[src/rtl/ppp_pkg.sv]
package ppp_pkg;
   // register byte addresses on the internal register port
   localparam logic [7:0] PERSIST_ADDR   = 8'h8C;
   localparam logic [7:0] WAIT_CFG_ADDR  = 8'h8D;
   localparam logic [7:0] PULSE_CFG_ADDR = 8'h8E;
   // values after reset
   localparam logic [7:0] PERSIST_RST    = 8'h00;
   localparam logic [7:0] WAIT_CFG_RST   = 8'h40;
   localparam logic [7:0] PULSE_CFG_RST  = 8'h40;
   localparam logic [7:0] RDATA_UNMAPPED = 8'h00;
   // field positions
   localparam int PROX_SEL_LSB  = 4;
   localparam int LIGHT_SEL_LSB = 0;
   localparam int LONG_WAIT_BIT = 1;
   localparam int WIDTH_SEL_LSB = 6;
   localparam int COUNT_SEL_LSB = 0;
   // timing, printed unit then clock cycles at 100 MHz
   localparam int CLK_PERIOD_PS   = 10000;
   localparam int WAIT_STEP_NS    = 2780000;
   localparam int WAIT_STEP_CYC   = WAIT_STEP_NS / (CLK_PERIOD_PS / 1000); // avoids int overflow
   localparam int STEP_CNT_W      = 19;
   localparam int LONG_WAIT_MULT  = 12;
   localparam int WIDTH_BASE_NS   = 4000;
   localparam int WIDTH_BASE_CYC  = (WIDTH_BASE_NS * 1000 + CLK_PERIOD_PS - 1) / CLK_PERIOD_PS;
   localparam int LED_EXTRA_NS    = 1360;
   localparam int LED_EXTRA_CYC   = (LED_EXTRA_NS * 1000 + CLK_PERIOD_PS - 1) / CLK_PERIOD_PS;
   localparam int LED_LEAD_CYC    = LED_EXTRA_CYC / 2;
   localparam int LED_TAIL_CYC    = LED_EXTRA_CYC - LED_LEAD_CYC;
   localparam int PULSE_GAP_NS    = 2000;
   localparam int PULSE_GAP_CYC   = (PULSE_GAP_NS * 1000 + CLK_PERIOD_PS - 1) / CLK_PERIOD_PS;
   localparam int PULSE_TMR_W     = 16;

   typedef struct packed {
      logic       wr;
      logic       rd;
      logic [7:0] addr;
      logic [7:0] wdata;
   } ppp_reg_req_s;

   typedef struct packed {
      logic       done;
      logic [7:0] result;
      logic [7:0] low;
      logic [7:0] high;
   } ppp_prox_in_s;

   typedef struct packed {
      logic        done;
      logic [15:0] result;
      logic [15:0] low;
      logic [15:0] high;
   } ppp_light_in_s;

   // a result strictly outside its window
   function automatic logic ppp_out_of_range(input logic [15:0] v, input logic [15:0] lo,
                                             input logic [15:0] hi);
      return (v < lo) || (v > hi);
   endfunction

   // integration width in cycles for a 2-bit width selector
   function automatic logic [PULSE_TMR_W-1:0] ppp_width_cyc(input logic [1:0] sel);
      return PULSE_TMR_W'(WIDTH_BASE_CYC) << sel;
   endfunction
endpackage

[src/rtl/ppp_pulse_gen.sv]
`timescale 1ns/100ps
module ppp_pulse_gen (
   input  wire logic       clk_sys,
   input  wire logic       resetn,
   input  wire logic       start,
   input  wire logic [5:0] count_sel,
   input  wire logic [1:0] width_sel,
   output logic            led_on,
   output logic            integ_on,
   output logic            busy,
   output logic            done
);
   import ppp_pkg::*;

   typedef enum logic [2:0] {PH_IDLE, PH_LEAD, PH_INTEG, PH_TAIL, PH_GAP} ppp_phase_e;
   typedef struct packed {
      ppp_phase_e             phase;
      logic [PULSE_TMR_W-1:0] tmr;
      logic [6:0]             left;
      logic [1:0]             wsel;
      logic                   led;
      logic                   integ;
      logic                   busy;
      logic                   done;
   } ppp_pulse_s;

   ppp_pulse_s s_reg;
   ppp_pulse_s s_next;

   assign led_on   = s_reg.led;
   assign integ_on = s_reg.integ;
   assign busy     = s_reg.busy;
   assign done     = s_reg.done;

   // led lead, integration, led tail, gap; led covers integration both sides
   always_comb begin
      s_next = s_reg;
      s_next.done = 1'b0;
      unique case (s_reg.phase)
         PH_IDLE: if (start) begin
            s_next.left  = {1'b0, count_sel} + 7'h01;
            s_next.wsel  = width_sel;
            s_next.phase = PH_LEAD;
            s_next.tmr   = PULSE_TMR_W'(LED_LEAD_CYC - 1);
            s_next.led   = 1'b1;
            s_next.busy  = 1'b1;
         end
         PH_LEAD: if (s_reg.tmr == '0) begin
            s_next.phase = PH_INTEG;
            s_next.tmr   = ppp_width_cyc(s_reg.wsel) - PULSE_TMR_W'(1);
            s_next.integ = 1'b1;
         end else begin
            s_next.tmr = s_reg.tmr - PULSE_TMR_W'(1);
         end
         PH_INTEG: if (s_reg.tmr == '0) begin
            s_next.phase = PH_TAIL;
            s_next.tmr   = PULSE_TMR_W'(LED_TAIL_CYC - 1);
            s_next.integ = 1'b0;
         end else begin
            s_next.tmr = s_reg.tmr - PULSE_TMR_W'(1);
         end
         PH_TAIL: if (s_reg.tmr == '0) begin
            s_next.led  = 1'b0;
            s_next.left = s_reg.left - 7'h01;
            if (s_reg.left == 7'h01) begin
               s_next.phase = PH_IDLE;
               s_next.busy  = 1'b0;
               s_next.done  = 1'b1;
            end else begin
               s_next.phase = PH_GAP;
               s_next.tmr   = PULSE_TMR_W'(PULSE_GAP_CYC - 1);
            end
         end else begin
            s_next.tmr = s_reg.tmr - PULSE_TMR_W'(1);
         end
         PH_GAP: if (s_reg.tmr == '0) begin
            s_next.phase = PH_LEAD;
            s_next.tmr   = PULSE_TMR_W'(LED_LEAD_CYC - 1);
            s_next.led   = 1'b1;
         end else begin
            s_next.tmr = s_reg.tmr - PULSE_TMR_W'(1);
         end
         default: s_next.phase = PH_IDLE;
      endcase
   end

   always_ff @(posedge clk_sys or negedge resetn) begin
      if (!resetn) begin
         s_reg <= '0;
      end else begin
         s_reg <= s_next;
      end
   end

   // helper counters: integration run length and pulses in a burst
   logic [PULSE_TMR_W-1:0] integ_len;
   logic [6:0]             pulses_seen;
   logic [6:0]             pulses_want;
   always_ff @(posedge clk_sys or negedge resetn) begin
      if (!resetn) begin
         integ_len   <= '0;
         pulses_seen <= '0;
         pulses_want <= '0;
      end else begin
         integ_len <= s_reg.integ ? integ_len + PULSE_TMR_W'(1) : '0;
         if (start && !s_reg.busy) begin
            pulses_seen <= '0;
            pulses_want <= {1'b0, count_sel} + 7'h01;
         end else if (s_next.integ && !s_reg.integ) begin
            pulses_seen <= pulses_seen + 7'h01;
         end
      end
   end

   property p_width;
      @(posedge clk_sys) disable iff (!resetn)
      $fell(s_reg.integ) |-> integ_len == ppp_width_cyc(s_reg.wsel);
   endproperty
   a_width: assert property (p_width) else $error("integration width wrong");

   property p_count;
      @(posedge clk_sys) disable iff (!resetn)
      s_reg.done |-> pulses_seen == pulses_want;
   endproperty
   a_count: assert property (p_count) else $error("pulse count wrong");

   property p_led_cover;
      @(posedge clk_sys) disable iff (!resetn)
      $rose(s_reg.integ) |-> $past(s_reg.led) ##0 s_reg.led [*1] ##1 1'b1;
   endproperty
   a_led_cover: assert property (p_led_cover) else $error("led not on before window");

   property p_led_tail;
      @(posedge clk_sys) disable iff (!resetn)
      $fell(s_reg.integ) |-> s_reg.led [*8];
   endproperty
   a_led_tail: assert property (p_led_tail) else $error("led dropped right after window");
endmodule

[src/rtl/ppp_ctrl.sv]
// Function
// count out-of-range cycles, compare with persistence
// in-window result clears that channel count
// separate proximity and light counters
// proximity selector high nibble, zero fires always
// proximity selector N needs N misses
// light selector low nibble, zero always
// light 2,3 direct; above: 5 times (v-3)
// wait configuration resets to 40 hex
// long-wait bit multiplies wait by twelve
// reserved wait bits default set, host keeps
// host keeps bit five set, saves power
// width field selects 4/8/16/32 us
// count field plus one pulses per cycle
// led sinks for selected width per pulse
// led on slightly longer than integration
// pulse register resets to 40 hex
// proximity interrupt needs its enable bit
// light miss outside 16-bit window, enable
// proximity miss outside 8-bit window
// wait counted in 2.78 ms steps
// counters saturate and restart after firing
`timescale 1ns/100ps
module ppp_ctrl #(
   parameter int WAIT_STEP_CYCLES = ppp_pkg::WAIT_STEP_CYC
) (
   input  wire logic                   clk_sys,
   input  wire logic                   resetn,
   input  wire ppp_pkg::ppp_reg_req_s  reg_req,
   output logic [7:0]                  reg_rdata,
   output logic                        reg_rvalid,
   input  wire ppp_pkg::ppp_prox_in_s  prox_in,
   input  wire ppp_pkg::ppp_light_in_s light_in,
   input  wire logic                   prox_irq_enable,
   input  wire logic                   light_irq_enable,
   input  wire logic [7:0]             wait_period_setting,
   input  wire logic                   wait_start,
   input  wire logic                   pulse_start,
   output logic                        prox_irq_event,
   output logic                        light_irq_event,
   output logic                        wait_busy,
   output logic                        wait_done,
   output logic                        led_sink_pin_on,
   output logic                        integ_window,
   output logic                        pulse_busy,
   output logic                        pulse_done
);
   import ppp_pkg::*;

   typedef struct packed {
      logic [7:0]            persist;
      logic [7:0]            wait_cfg;
      logic [7:0]            pulse_cfg;
      logic [3:0]            prox_cnt;
      logic [5:0]            light_cnt;
      logic                  prox_irq;
      logic                  light_irq;
      logic [7:0]            rdata;
      logic                  rvalid;
      logic                  wbusy;
      logic [STEP_CNT_W-1:0] step_cnt;
      logic [11:0]           steps_left;
      logic                  wdone;
   } ppp_ctrl_s;

   ppp_ctrl_s s_reg;
   ppp_ctrl_s s_next;

   // light persistence table: direct up to 3, then steps of five
   function automatic logic [5:0] ppp_light_need(input logic [3:0] v);
      if (v <= 4'h3) begin
         return {2'b00, v};
      end
      return 6'(({2'b00, v} - 6'h03) * 6'h05);
   endfunction

   // wait steps for a two's complement period and the long flag
   function automatic logic [11:0] ppp_wait_steps(input logic [7:0] wp, input logic lng);
      logic [11:0] base;
      base = 12'h100 - {4'h0, wp};
      return 12'(base * (lng ? 12'(LONG_WAIT_MULT) : 12'h001));
   endfunction

   logic [3:0]  prox_sel;
   logic [3:0]  light_sel;
   logic [5:0]  light_need;
   logic        prox_miss;
   logic        light_miss;
   logic [3:0]  prox_inc;
   logic [5:0]  light_inc;
   logic        long_wait_flag;
   logic [1:0]  prox_pulse_width_sel;
   logic [5:0]  prox_pulse_number;
   logic [STEP_CNT_W-1:0] step_last;

   // decoded register fields
   assign prox_sel             = s_reg.persist[PROX_SEL_LSB +: 4];
   assign light_sel            = s_reg.persist[LIGHT_SEL_LSB +: 4];
   assign light_need           = ppp_light_need(light_sel);
   assign long_wait_flag       = s_reg.wait_cfg[LONG_WAIT_BIT];
   assign prox_pulse_width_sel = s_reg.pulse_cfg[WIDTH_SEL_LSB +: 2];
   assign prox_pulse_number    = s_reg.pulse_cfg[COUNT_SEL_LSB +: 6];
   assign step_last            = STEP_CNT_W'(WAIT_STEP_CYCLES - 1);

   // window compares, proximity widened to the shared 16-bit compare
   assign prox_miss  = ppp_out_of_range({8'h00, prox_in.result}, {8'h00, prox_in.low},
                                        {8'h00, prox_in.high});
   assign light_miss = ppp_out_of_range(light_in.result, light_in.low, light_in.high);

   // saturating increments, never wrap even if the selector shrinks mid-run
   assign prox_inc  = (s_reg.prox_cnt == 4'hF) ? 4'hF : s_reg.prox_cnt + 4'h1;
   assign light_inc = (s_reg.light_cnt == 6'h3F) ? 6'h3F : s_reg.light_cnt + 6'h01;

   assign reg_rdata       = s_reg.rdata;
   assign reg_rvalid      = s_reg.rvalid;
   assign prox_irq_event  = s_reg.prox_irq;
   assign light_irq_event = s_reg.light_irq;
   assign wait_busy       = s_reg.wbusy;
   assign wait_done       = s_reg.wdone;

   // register port, persistence filters and wait timer
   always_comb begin
      s_next = s_reg;
      s_next.rvalid    = 1'b0;
      s_next.prox_irq  = 1'b0;
      s_next.light_irq = 1'b0;
      s_next.wdone     = 1'b0;

      // writes store whole bytes; reserved bits hold what the host writes
      if (reg_req.wr) begin
         unique case (reg_req.addr)
            PERSIST_ADDR:   s_next.persist   = reg_req.wdata;
            WAIT_CFG_ADDR:  s_next.wait_cfg  = reg_req.wdata;
            PULSE_CFG_ADDR: s_next.pulse_cfg = reg_req.wdata;
            default: ;
         endcase
      end
      // reads answer one cycle later; unmapped addresses read zero
      if (reg_req.rd) begin
         s_next.rvalid = 1'b1;
         unique case (reg_req.addr)
            PERSIST_ADDR:   s_next.rdata = s_reg.persist;
            WAIT_CFG_ADDR:  s_next.rdata = s_reg.wait_cfg;
            PULSE_CFG_ADDR: s_next.rdata = s_reg.pulse_cfg;
            default:        s_next.rdata = RDATA_UNMAPPED;
         endcase
      end

      // proximity filter touches only its own counter
      if (prox_in.done) begin
         if (prox_sel == 4'h0) begin
            s_next.prox_cnt = 4'h0;
            s_next.prox_irq = prox_irq_enable;
         end else if (prox_miss) begin
            if (prox_inc >= prox_sel) begin
               s_next.prox_cnt = 4'h0;
               s_next.prox_irq = prox_irq_enable;
            end else begin
               s_next.prox_cnt = prox_inc;
            end
         end else begin
            s_next.prox_cnt = 4'h0;
         end
      end

      // light filter, same scheme with the stretched table
      if (light_in.done) begin
         if (light_sel == 4'h0) begin
            s_next.light_cnt = 6'h00;
            s_next.light_irq = light_irq_enable;
         end else if (light_miss) begin
            if (light_inc >= light_need) begin
               s_next.light_cnt = 6'h00;
               s_next.light_irq = light_irq_enable;
            end else begin
               s_next.light_cnt = light_inc;
            end
         end else begin
            s_next.light_cnt = 6'h00;
         end
      end

      // wait timer: a restart while busy reloads, so a late start is never lost
      if (wait_start) begin
         s_next.wbusy      = 1'b1;
         s_next.step_cnt   = '0;
         s_next.steps_left = ppp_wait_steps(wait_period_setting, long_wait_flag);
      end else if (s_reg.wbusy) begin
         if (s_reg.step_cnt == step_last) begin
            s_next.step_cnt = '0;
            if (s_reg.steps_left == 12'h001) begin
               s_next.wbusy = 1'b0;
               s_next.wdone = 1'b1;
            end else begin
               s_next.steps_left = s_reg.steps_left - 12'h001;
            end
         end else begin
            s_next.step_cnt = s_reg.step_cnt + STEP_CNT_W'(1);
         end
      end
   end

   always_ff @(posedge clk_sys or negedge resetn) begin
      if (!resetn) begin
         s_reg           <= '0;
         s_reg.persist   <= PERSIST_RST;
         s_reg.wait_cfg  <= WAIT_CFG_RST;
         s_reg.pulse_cfg <= PULSE_CFG_RST;
      end else begin
         s_reg <= s_next;
      end
   end

   // led pulse train; the start is ignored while a burst runs
   ppp_pulse_gen u_pulse (
      .clk_sys   (clk_sys),
      .resetn    (resetn),
      .start     (pulse_start),
      .count_sel (prox_pulse_number),
      .width_sel (prox_pulse_width_sel),
      .led_on    (led_sink_pin_on),
      .integ_on  (integ_window),
      .busy      (pulse_busy),
      .done      (pulse_done)
   );

   property p_prox_every;
      @(posedge clk_sys) disable iff (!resetn)
      prox_in.done && prox_sel == 4'h0 |=> s_reg.prox_irq == $past(prox_irq_enable);
   endproperty
   a_prox_every: assert property (p_prox_every) else $error("zero selector missed");

   property p_prox_fire;
      @(posedge clk_sys) disable iff (!resetn)
      prox_in.done && prox_sel != 4'h0 && prox_miss && prox_irq_enable
         && (s_reg.prox_cnt + 4'h1) == prox_sel |=> s_reg.prox_irq && s_reg.prox_cnt == 4'h0;
   endproperty
   a_prox_fire: assert property (p_prox_fire) else $error("proximity did not fire");

   property p_prox_early;
      @(posedge clk_sys) disable iff (!resetn)
      prox_in.done && prox_sel != 4'h0 && (s_reg.prox_cnt + 4'h1) < prox_sel
         |=> !s_reg.prox_irq;
   endproperty
   a_prox_early: assert property (p_prox_early) else $error("proximity fired early");

   property p_prox_clear;
      @(posedge clk_sys) disable iff (!resetn)
      prox_in.done && !prox_miss |=> s_reg.prox_cnt == 4'h0;
   endproperty
   a_prox_clear: assert property (p_prox_clear) else $error("in-window did not clear");

   property p_light_fire;
      @(posedge clk_sys) disable iff (!resetn)
      light_in.done && light_sel != 4'h0 && light_miss && light_irq_enable
         && s_reg.light_cnt == light_need - 6'h01 |=> s_reg.light_irq;
   endproperty
   a_light_fire: assert property (p_light_fire) else $error("light did not fire");

   property p_light_early;
      @(posedge clk_sys) disable iff (!resetn)
      light_in.done && light_sel != 4'h0 && (s_reg.light_cnt + 6'h01) < light_need
         |=> !s_reg.light_irq;
   endproperty
   a_light_early: assert property (p_light_early) else $error("light fired early");

   property p_light_clear;
      @(posedge clk_sys) disable iff (!resetn)
      light_in.done && !light_miss |=> s_reg.light_cnt == 6'h00;
   endproperty
   a_light_clear: assert property (p_light_clear) else $error("light in-window kept count");

   property p_light_table;
      @(posedge clk_sys) disable iff (!resetn)
      light_sel == 4'hF |-> light_need == 6'h3C;
   endproperty
   a_light_table: assert property (p_light_table) else $error("light table top wrong");

   property p_indep;
      @(posedge clk_sys) disable iff (!resetn)
      light_in.done && !prox_in.done |=> $stable(s_reg.prox_cnt);
   endproperty
   a_indep: assert property (p_indep) else $error("light changed proximity count");

   property p_enable;
      @(posedge clk_sys) disable iff (!resetn)
      !prox_irq_enable && !light_irq_enable |=> !s_reg.prox_irq && !s_reg.light_irq;
   endproperty
   a_enable: assert property (p_enable) else $error("interrupt while disabled");

   property p_sat;
      @(posedge clk_sys) disable iff (!resetn)
      s_reg.prox_cnt != 4'hF && s_reg.light_cnt < 6'h3C;
   endproperty
   a_sat: assert property (p_sat) else $error("persistence count overran");

   property p_wait_load;
      @(posedge clk_sys) disable iff (!resetn)
      wait_start && long_wait_flag && wait_period_setting == 8'hFF
         |=> s_reg.steps_left == 12'h00C && s_reg.wbusy;
   endproperty
   a_wait_load: assert property (p_wait_load) else $error("long wait not twelvefold");

   property p_wait_done;
      @(posedge clk_sys) disable iff (!resetn)
      s_reg.wdone |-> $past(s_reg.wbusy) && !s_reg.wbusy;
   endproperty
   a_wait_done: assert property (p_wait_done) else $error("wait done without run");
endmodule

[config.mk]
export PLATFORM = sky130hd
export DESIGN_NAME = ppp_ctrl
export DESIGN_NICKNAME = d
export VERILOG_FILES = /design/src/rtl/ppp_pkg.sv /design/src/rtl/ppp_pulse_gen.sv /design/src/rtl/ppp_ctrl.sv
export SDC_FILE = /design/constraint.sdc
export NUM_CORES = 1
export LEC_CHECK = 0
export BUFFER_PORTS_ARGS = -buffer_cell sky130_fd_sc_hd__buf_4
export CORE_ASPECT_RATIO = 0.9
export CORE_MARGIN = 1.5
export CORE_UTILIZATION = 40
export CTS_BUF_LIST = sky130_fd_sc_hd__clkbuf_2
export CTS_CLUSTER_SIZE = 16
export DETAILED_ROUTE_END_ITERATION = 16
export PLACE_DENSITY_LB_ADDON = 0.15
export SYNTH_ARGS = -nofsm -noshare
export SYNTH_HDL_FRONTEND = slang
export SYNTH_HIERARCHICAL = 1
export SYNTH_SLANG_ARGS = --single-unit
[constraint.sdc]
create_clock -name clk_sys -period 6.3 [get_ports clk_sys]
set_clock_uncertainty 0.05 [all_clocks]
set_input_delay 0.315 -clock clk_sys [delete_from_list [all_inputs] [get_ports clk_sys]]
set_output_delay 0.315 -clock clk_sys [all_outputs]
set_load 0.02 [all_outputs]
# [Yosys cells after proc, flatten, opt, wreduce, memory -nomap -nowiden]
# Cells that the tools add are included.
[op_classes] n_eq_ne=20 magnitude_cmp=7 shift=1 n_addsub=10 multipliers=2 n_reduce_logical=24 n_mux=54
[op_table] operator="2-to-1 mux 16 bit" n=4
[op_table] operator="case mux 16 bit (4 select lines)" n=1
[op_table] operator="2-to-1 mux 6 bit" n=6
[op_table] operator="2-to-1 mux 33 bit" n=1
[op_table] operator="2-to-1 mux 32 bit" n=1
[op_table] operator="subtractor 16 x 1 -> 16 bit, second input constant" n=2
[op_table] operator="2-to-1 mux 29 bit" n=1
[op_table] operator="== test 8 bit, second input constant" n=3
[op_table] operator="case mux 8 bit (3 select lines)" n=1
[op_table] operator="2-to-1 mux 4 bit" n=5
[op_table] operator="adder 19 x 1 -> 19 bit, second input constant" n=1
[op_table] operator="== test 19 bit, second input constant" n=1
[op_table] operator="2-to-1 mux 19 bit" n=1
[op_table] operator="2-to-1 mux 1 bit" n=18
[op_table] operator="greater-than comparator 16 bit" n=1
[op_table] operator="logical NOT 16 bit" n=1
[op_table] operator="less-than comparator 16 bit" n=1
[op_table] operator="<< shifter 9 x 2 -> 16 bit, first input constant" n=1
[op_table] operator="2-to-1 mux 3 bit" n=5
[op_table] operator="case mux 3 bit (5 select lines)" n=1
[op_table] operator="case mux 7 bit (2 select lines)" n=1
[op_table] operator="2-to-1 mux 13 bit" n=1
[op_table] operator="== test 12 x 1 -> 1 bit, second input constant" n=1
[op_table] operator="multiplier 12 x 4 -> 12 bit" n=1
[op_table] operator="38 further kinds" n=58
[totals] regBits=110 elab_cells=139

# [Longest topological paths before layout]
[depth] ltp_word=8 depth_mapped=16

# [By module]
# Netlist, hierarchy kept.
[modules_own_cells] mod="ppp_ctrl" instances=1 area_per_inst_um2=6384.9 seq_area_each_um2=1954.4 cells_each=735
[modules_own_cells] mod="ppp_pulse_gen" instances=1 area_per_inst_um2=2252.2 seq_area_each_um2=800.8 cells_each=259

# [Least setup slack after synthesis]
# OpenSTA, ideal clock, no wires.
[synth_timing] path_kind="input -> register" start="input port wait_period_setting[4]" end="register s_reg[11] (netlist bit)" t_arrival_ps=3414 setup_slack_ps=2710 path_stages=14 setup_ps=126 path_cell_list="or3_1 -> nor3_1 -> xnor2_1 -> and2_1 -> ha_1 -> inv_1 -> fa_1 -> inv_1 -> ha_1 -> nor2b_1 -> a311oi_1 -> o21ai_0 -> xor2_1 -> a221o_1"
[synth_between] elab_chain_cells=3
[synth_rtl] element="start: declaration" line="ppp_ctrl.sv:36" source="input wire logic [7:0] wait_period_setting,"
[synth_rtl] element="subtractor 9 x 8 -> 10 bit" line="ppp_ctrl.sv:80" source="base = 12'h100 - {4'h0, wp};"
[synth_rtl] element="multiplier 12 x 4 -> 12 bit" line="ppp_ctrl.sv:81" source="return 12'(base * (lng ? 12'(LONG_WAIT_MULT) : 12'h001));"
[synth_rtl] element="2-to-1 mux 32 bit" line="ppp_ctrl.sv:184" source="if (wait_start) begin"
[synth_rtl] element="end signal: assignment" line="ppp_ctrl.sv:210" source="s_reg <= s_next;"
[synth_rtl] element="end: declaration" line="ppp_ctrl.sv:66" source="ppp_ctrl_s s_reg;"
# No other way between the ends.
# A chain may end at the register's enable or synchronous reset.

# [Worst setup path in the final report]
[layout_timing] start="input port wait_period_setting[0]" end="register s_reg[11] (netlist bit)"
# The elaborated chain is that of the path after synthesis.

==> metrics.md <==
| Metric | Value |
|---|---|
| Worst EP arrival | `4260 ps` |
| Starting density of the core | `0.4121` |
| GP Congestion | `0.8049` |
| Die height | `142.4 um` |
| Io pins | `~120` |
| WL/cell | `roughly 14 um` |
| Total die area | `between 0.02 and 0.025 sq mm` |
| Vias in the first global route | `6922` |
| Critical path, cell by cell | `dlygate4sd3_1 > buf_4 > inv_1 > ha_1 > nand2_1 > xor2_1 > and2_1 > ha_1 > inv_1 > fa_1 > inv_1 > ha_1 > a21oi_1 > nor2b_1 > a311oi_1 > o21ai_0 > xor2_1 > a221o_1` |
| Reg clk slew, reported paths | `approximately 300 ps` |
| Vias | `approximately 7300` |
| Synth-to-layout area growth | `16.41%` |
| 1st-iter DRT viols | `425` |
| Post-synth EDFFs | `0` |
| PwrDens | `152.8 mW/mm^2` |
| Initial antenna violation count | `2` |
| Vias per inst | `5.232` |
| Post-CTS Resized | `0` |
| Core ar. | `0.02096 sq mm` |
| Total GRT Usage | `0.1850` |
| Hold Buf Count CTS | `19` |
| Share of cells above drive strength 1 | `0.1686` |
| Fillers | `~2100` |
| Least-Margin Pin Slew | `between 1000 and 1500 ps` |
| #FFs+latches synth | `110` |
| LEAKAGE | `0.004773 uW` |
| Syn Area/Cell | `8.689 sq um` |
| Min cycle time layout | `between 3000 and 4000 ps` |
| Final instance area | `0.01005 sq mm` |
| CTS H-tree lvls | `3` |
| Nets | `between 1000 and 1500` |
| Post-Syn Instances | `994` |
| Largest net degree at the start of global routing | `76` |
| Max reg flops | `48` |
| Cell Int Power | `1058 uW` |
| Max-cap viol count | `0` |
| Final Max Tran Viols | `0` |
| Congestion Overflow GR | `0` |
| CP endpoint kind | `flip-flop` |
| Combinational fraction of design power | `0.253` |
| Commonest non-fill, non-tap cell in the layout | `buf_4` |
| Fin Setup TNS | `0 ps` |
| NetSw | `478.3 uW` |
| Cts bufs inserted | `9` |
| Post-synthesis cell type count | `83` |
| Crit path max-delay cell type | `dlygate4sd3_1` |
| DRC viols | `0` |
| Seq/Total Area, Yosys | `0.3190` |
| WHS | `61.43 ps` |
| Post-CTS Setup Inserts | `0` |
| Status | `completed` |
| Seq pwr share | `0.508` |
| Clock root buffer | `clkbuf_2` |
| Ys Warns | `6` |
| Mapped cell area | `0.008637 sq mm` |
| Max clock buf depth | `2` |
| Placed Area | `0.009726 sq mm` |
| Switching Share | `0.3113` |
| Post-DP HPWL | `15300 um` |
| Upper clock frequency limit | `265.2 MHz` |
| CTS tree | `yes` |
| Worst min-delay path class | `input pin to asynchronous set/reset pin` |
| Port buffer count | `122` |
| Syn nets | `1205` |
| Async SR Flop Fraction | `1.000` |
| Final setup fails | `0` |
| DR pass1 iterations | `5` |
| Setup CP Type | `input pin to flip-flop` |
| Crit Path Max Fanout | `5` |
| Most frequent cells in the layout | `124 x buf_4, 111 x inv_1, 108 x dfrtp_1` |
| WP data required | `6790 ps` |
| Peak per-stage delay on the critical path | `roughly 540 ps` |
| Share of total power in the clock network | `0.240` |
| Ys flop type | `dfrtp_1` |
| Nature of the critical path startpoint | `input pin` |
| Final hold vios | `0` |
| RSZ-0062 raised after global routing | `no` |
| Clock latency on the worst-skew pair | `between 600 and 700 ps` |
| Period utilization | `0.5986` |
| Die W | `157.9 um` |
| DRT Wirelength | `19860 um` |
| FP Rows | `50` |
| Max_slew headroom | `0.2073` |
| First-pass GRT wire length | `around 34000 um` |
| Maximum vdd ir drop | `0.00007009 V` |
| Post-route ant nets | `0` |
| CTS Sinks | `110` |
## metrics by stage
stage / power, uW / setup slack, ps / instances / util
floorplan: 1033 / 2710 / 994 / -
global placement: 1169 / 2469 / 1366 / 0.4641
detailed placement: 1174 / 2401 / 1366 / 0.4641
CTS: 1564 / 2612 / 1401 / 0.4795
global route: 1659 / 2269 / 1403 / 0.4798
finish: 1537 / 2529 / 1403 / 0.4798
## power by group through the flow
stage                     clock, uW  sequential [uW]  combinational [uW]
after floorplan                   0              784                 249
after global placement            0              791                 379
after detailed placement          0              792                 382
after CTS                       388              781                 395
after global routing            421              788                 450
final                           368              780                 388
## kinds of logic (layout without fill, tap and decap cells)
logic type | Yosys count | count (layout) | share of synthesized area
fa+ha+maj | 105 | 105 | 0.1582
flops | 110 | 110 | 0.3190
mux | 38 | 38 | 0.04723
simple gates | 316 | 316 | 0.1905
other cells | 0 | 2 | 0
xor+xnor | 27 | 27 | 0.02738
compound gates | 248 | 248 | 0.1854
buf+inv | 150 | 271 | 0.07229
## synthesized netlist by cell type, types with 6 or more instances
cell / count / area (sq um)
dfrtp_1: 108 / 2703
nand3_1: 32 / 160.2
a21o_1: 12 / 90.09
inv_1: 111 / 416.7
or3_1: 8 / 50.05
o21ai_0: 69 / 345.3
a31oi_1: 6 / 37.54
a22o_1: 9 / 78.83
nand2b_1: 9 / 56.30
buf_4: 8 / 60.06
nor4_1: 13 / 81.33
xnor2_1: 12 / 105.1
o211ai_1: 6 / 45.04
nor2b_1: 16 / 100.1
or4_1: 8 / 60.06
nor3_1: 25 / 125.1
a21oi_1: 61 / 305.3
ha_1: 98 / 1226
nor2_1: 72 / 270.3
nand4_1: 14 / 87.58
and3_1: 8 / 50.05
and2_1: 9 / 56.30
o32ai_1: 7 / 61.31
mux2i_1: 16 / 160.2
xor2_1: 15 / 131.4
nand2_1: 73 / 274.0
mux2_2: 22 / 247.7
o31ai_1: 11 / 82.58
o22ai_1: 12 / 75.07
a211oi_1: 6 / 45.04
buf_2: 8 / 40.04
fa_1: 7 / 140.1
clkbuf_1: 17 / 63.81
## critical path, delay by kind of cell
kind / cells / cell delay [ps]
AOI/OAI and AO/OA: 4 / 1080
and+or+nand+nor: 3 / 320
buffers and inverters: 5 / 850
xor gates and xnor gates: 2 / 320
adders and majority gates: 4 / 1380
## final cells by class
type / instances / area [sq um] / share of cell area
multi-input combinational: 734 / 5261 / 0.5233
sequential: 110 / 2755 / 0.2740
timing repair buffer: 143 / 1121 / 0.1115
inverter: 112 / 420.4 / 0.04181
tap: 286 / 357.8 / 0.03559
clock inverter: 7 / 88.84 / 0.008835
clock buffer: 9 / 45.04 / 0.004480
antenna: 2 / 5.005 / 0.0004978
## per-layer routing
layer | global-route usage | vias up | routed length [um]
met4 | 0.03426 | 0 | 136
li1 | - | 3792 | -
met5 | 0 | - | 0
met1 | 0.2569 | 3392 | 9684
met2 | 0.2955 | 147 | 9089
met3 | 0.04172 | 10 | 949
## path summary, 6_finish.rpt
path / start / endpoint / slack [ps] / depth (start not counted)
worst max-delay path: wait_period_setting[0] / s_reg[11] / 2530 / 18
worst min-delay path: resetn / u_pulse/s_reg[13] / 60 / 2
worst max register to register: long_wait_flag / s_reg[11] / 2600 / 13
worst min register to register: s_reg[31] / s_reg[31] / 440 / 1
max in group asynchronous: resetn / prox_pulse_number[2] / 4800 / 3
min in group clk_sys: reg_req[17] / light_sel[1] / 160 / 6
Power figures use the tool's default switching activity.
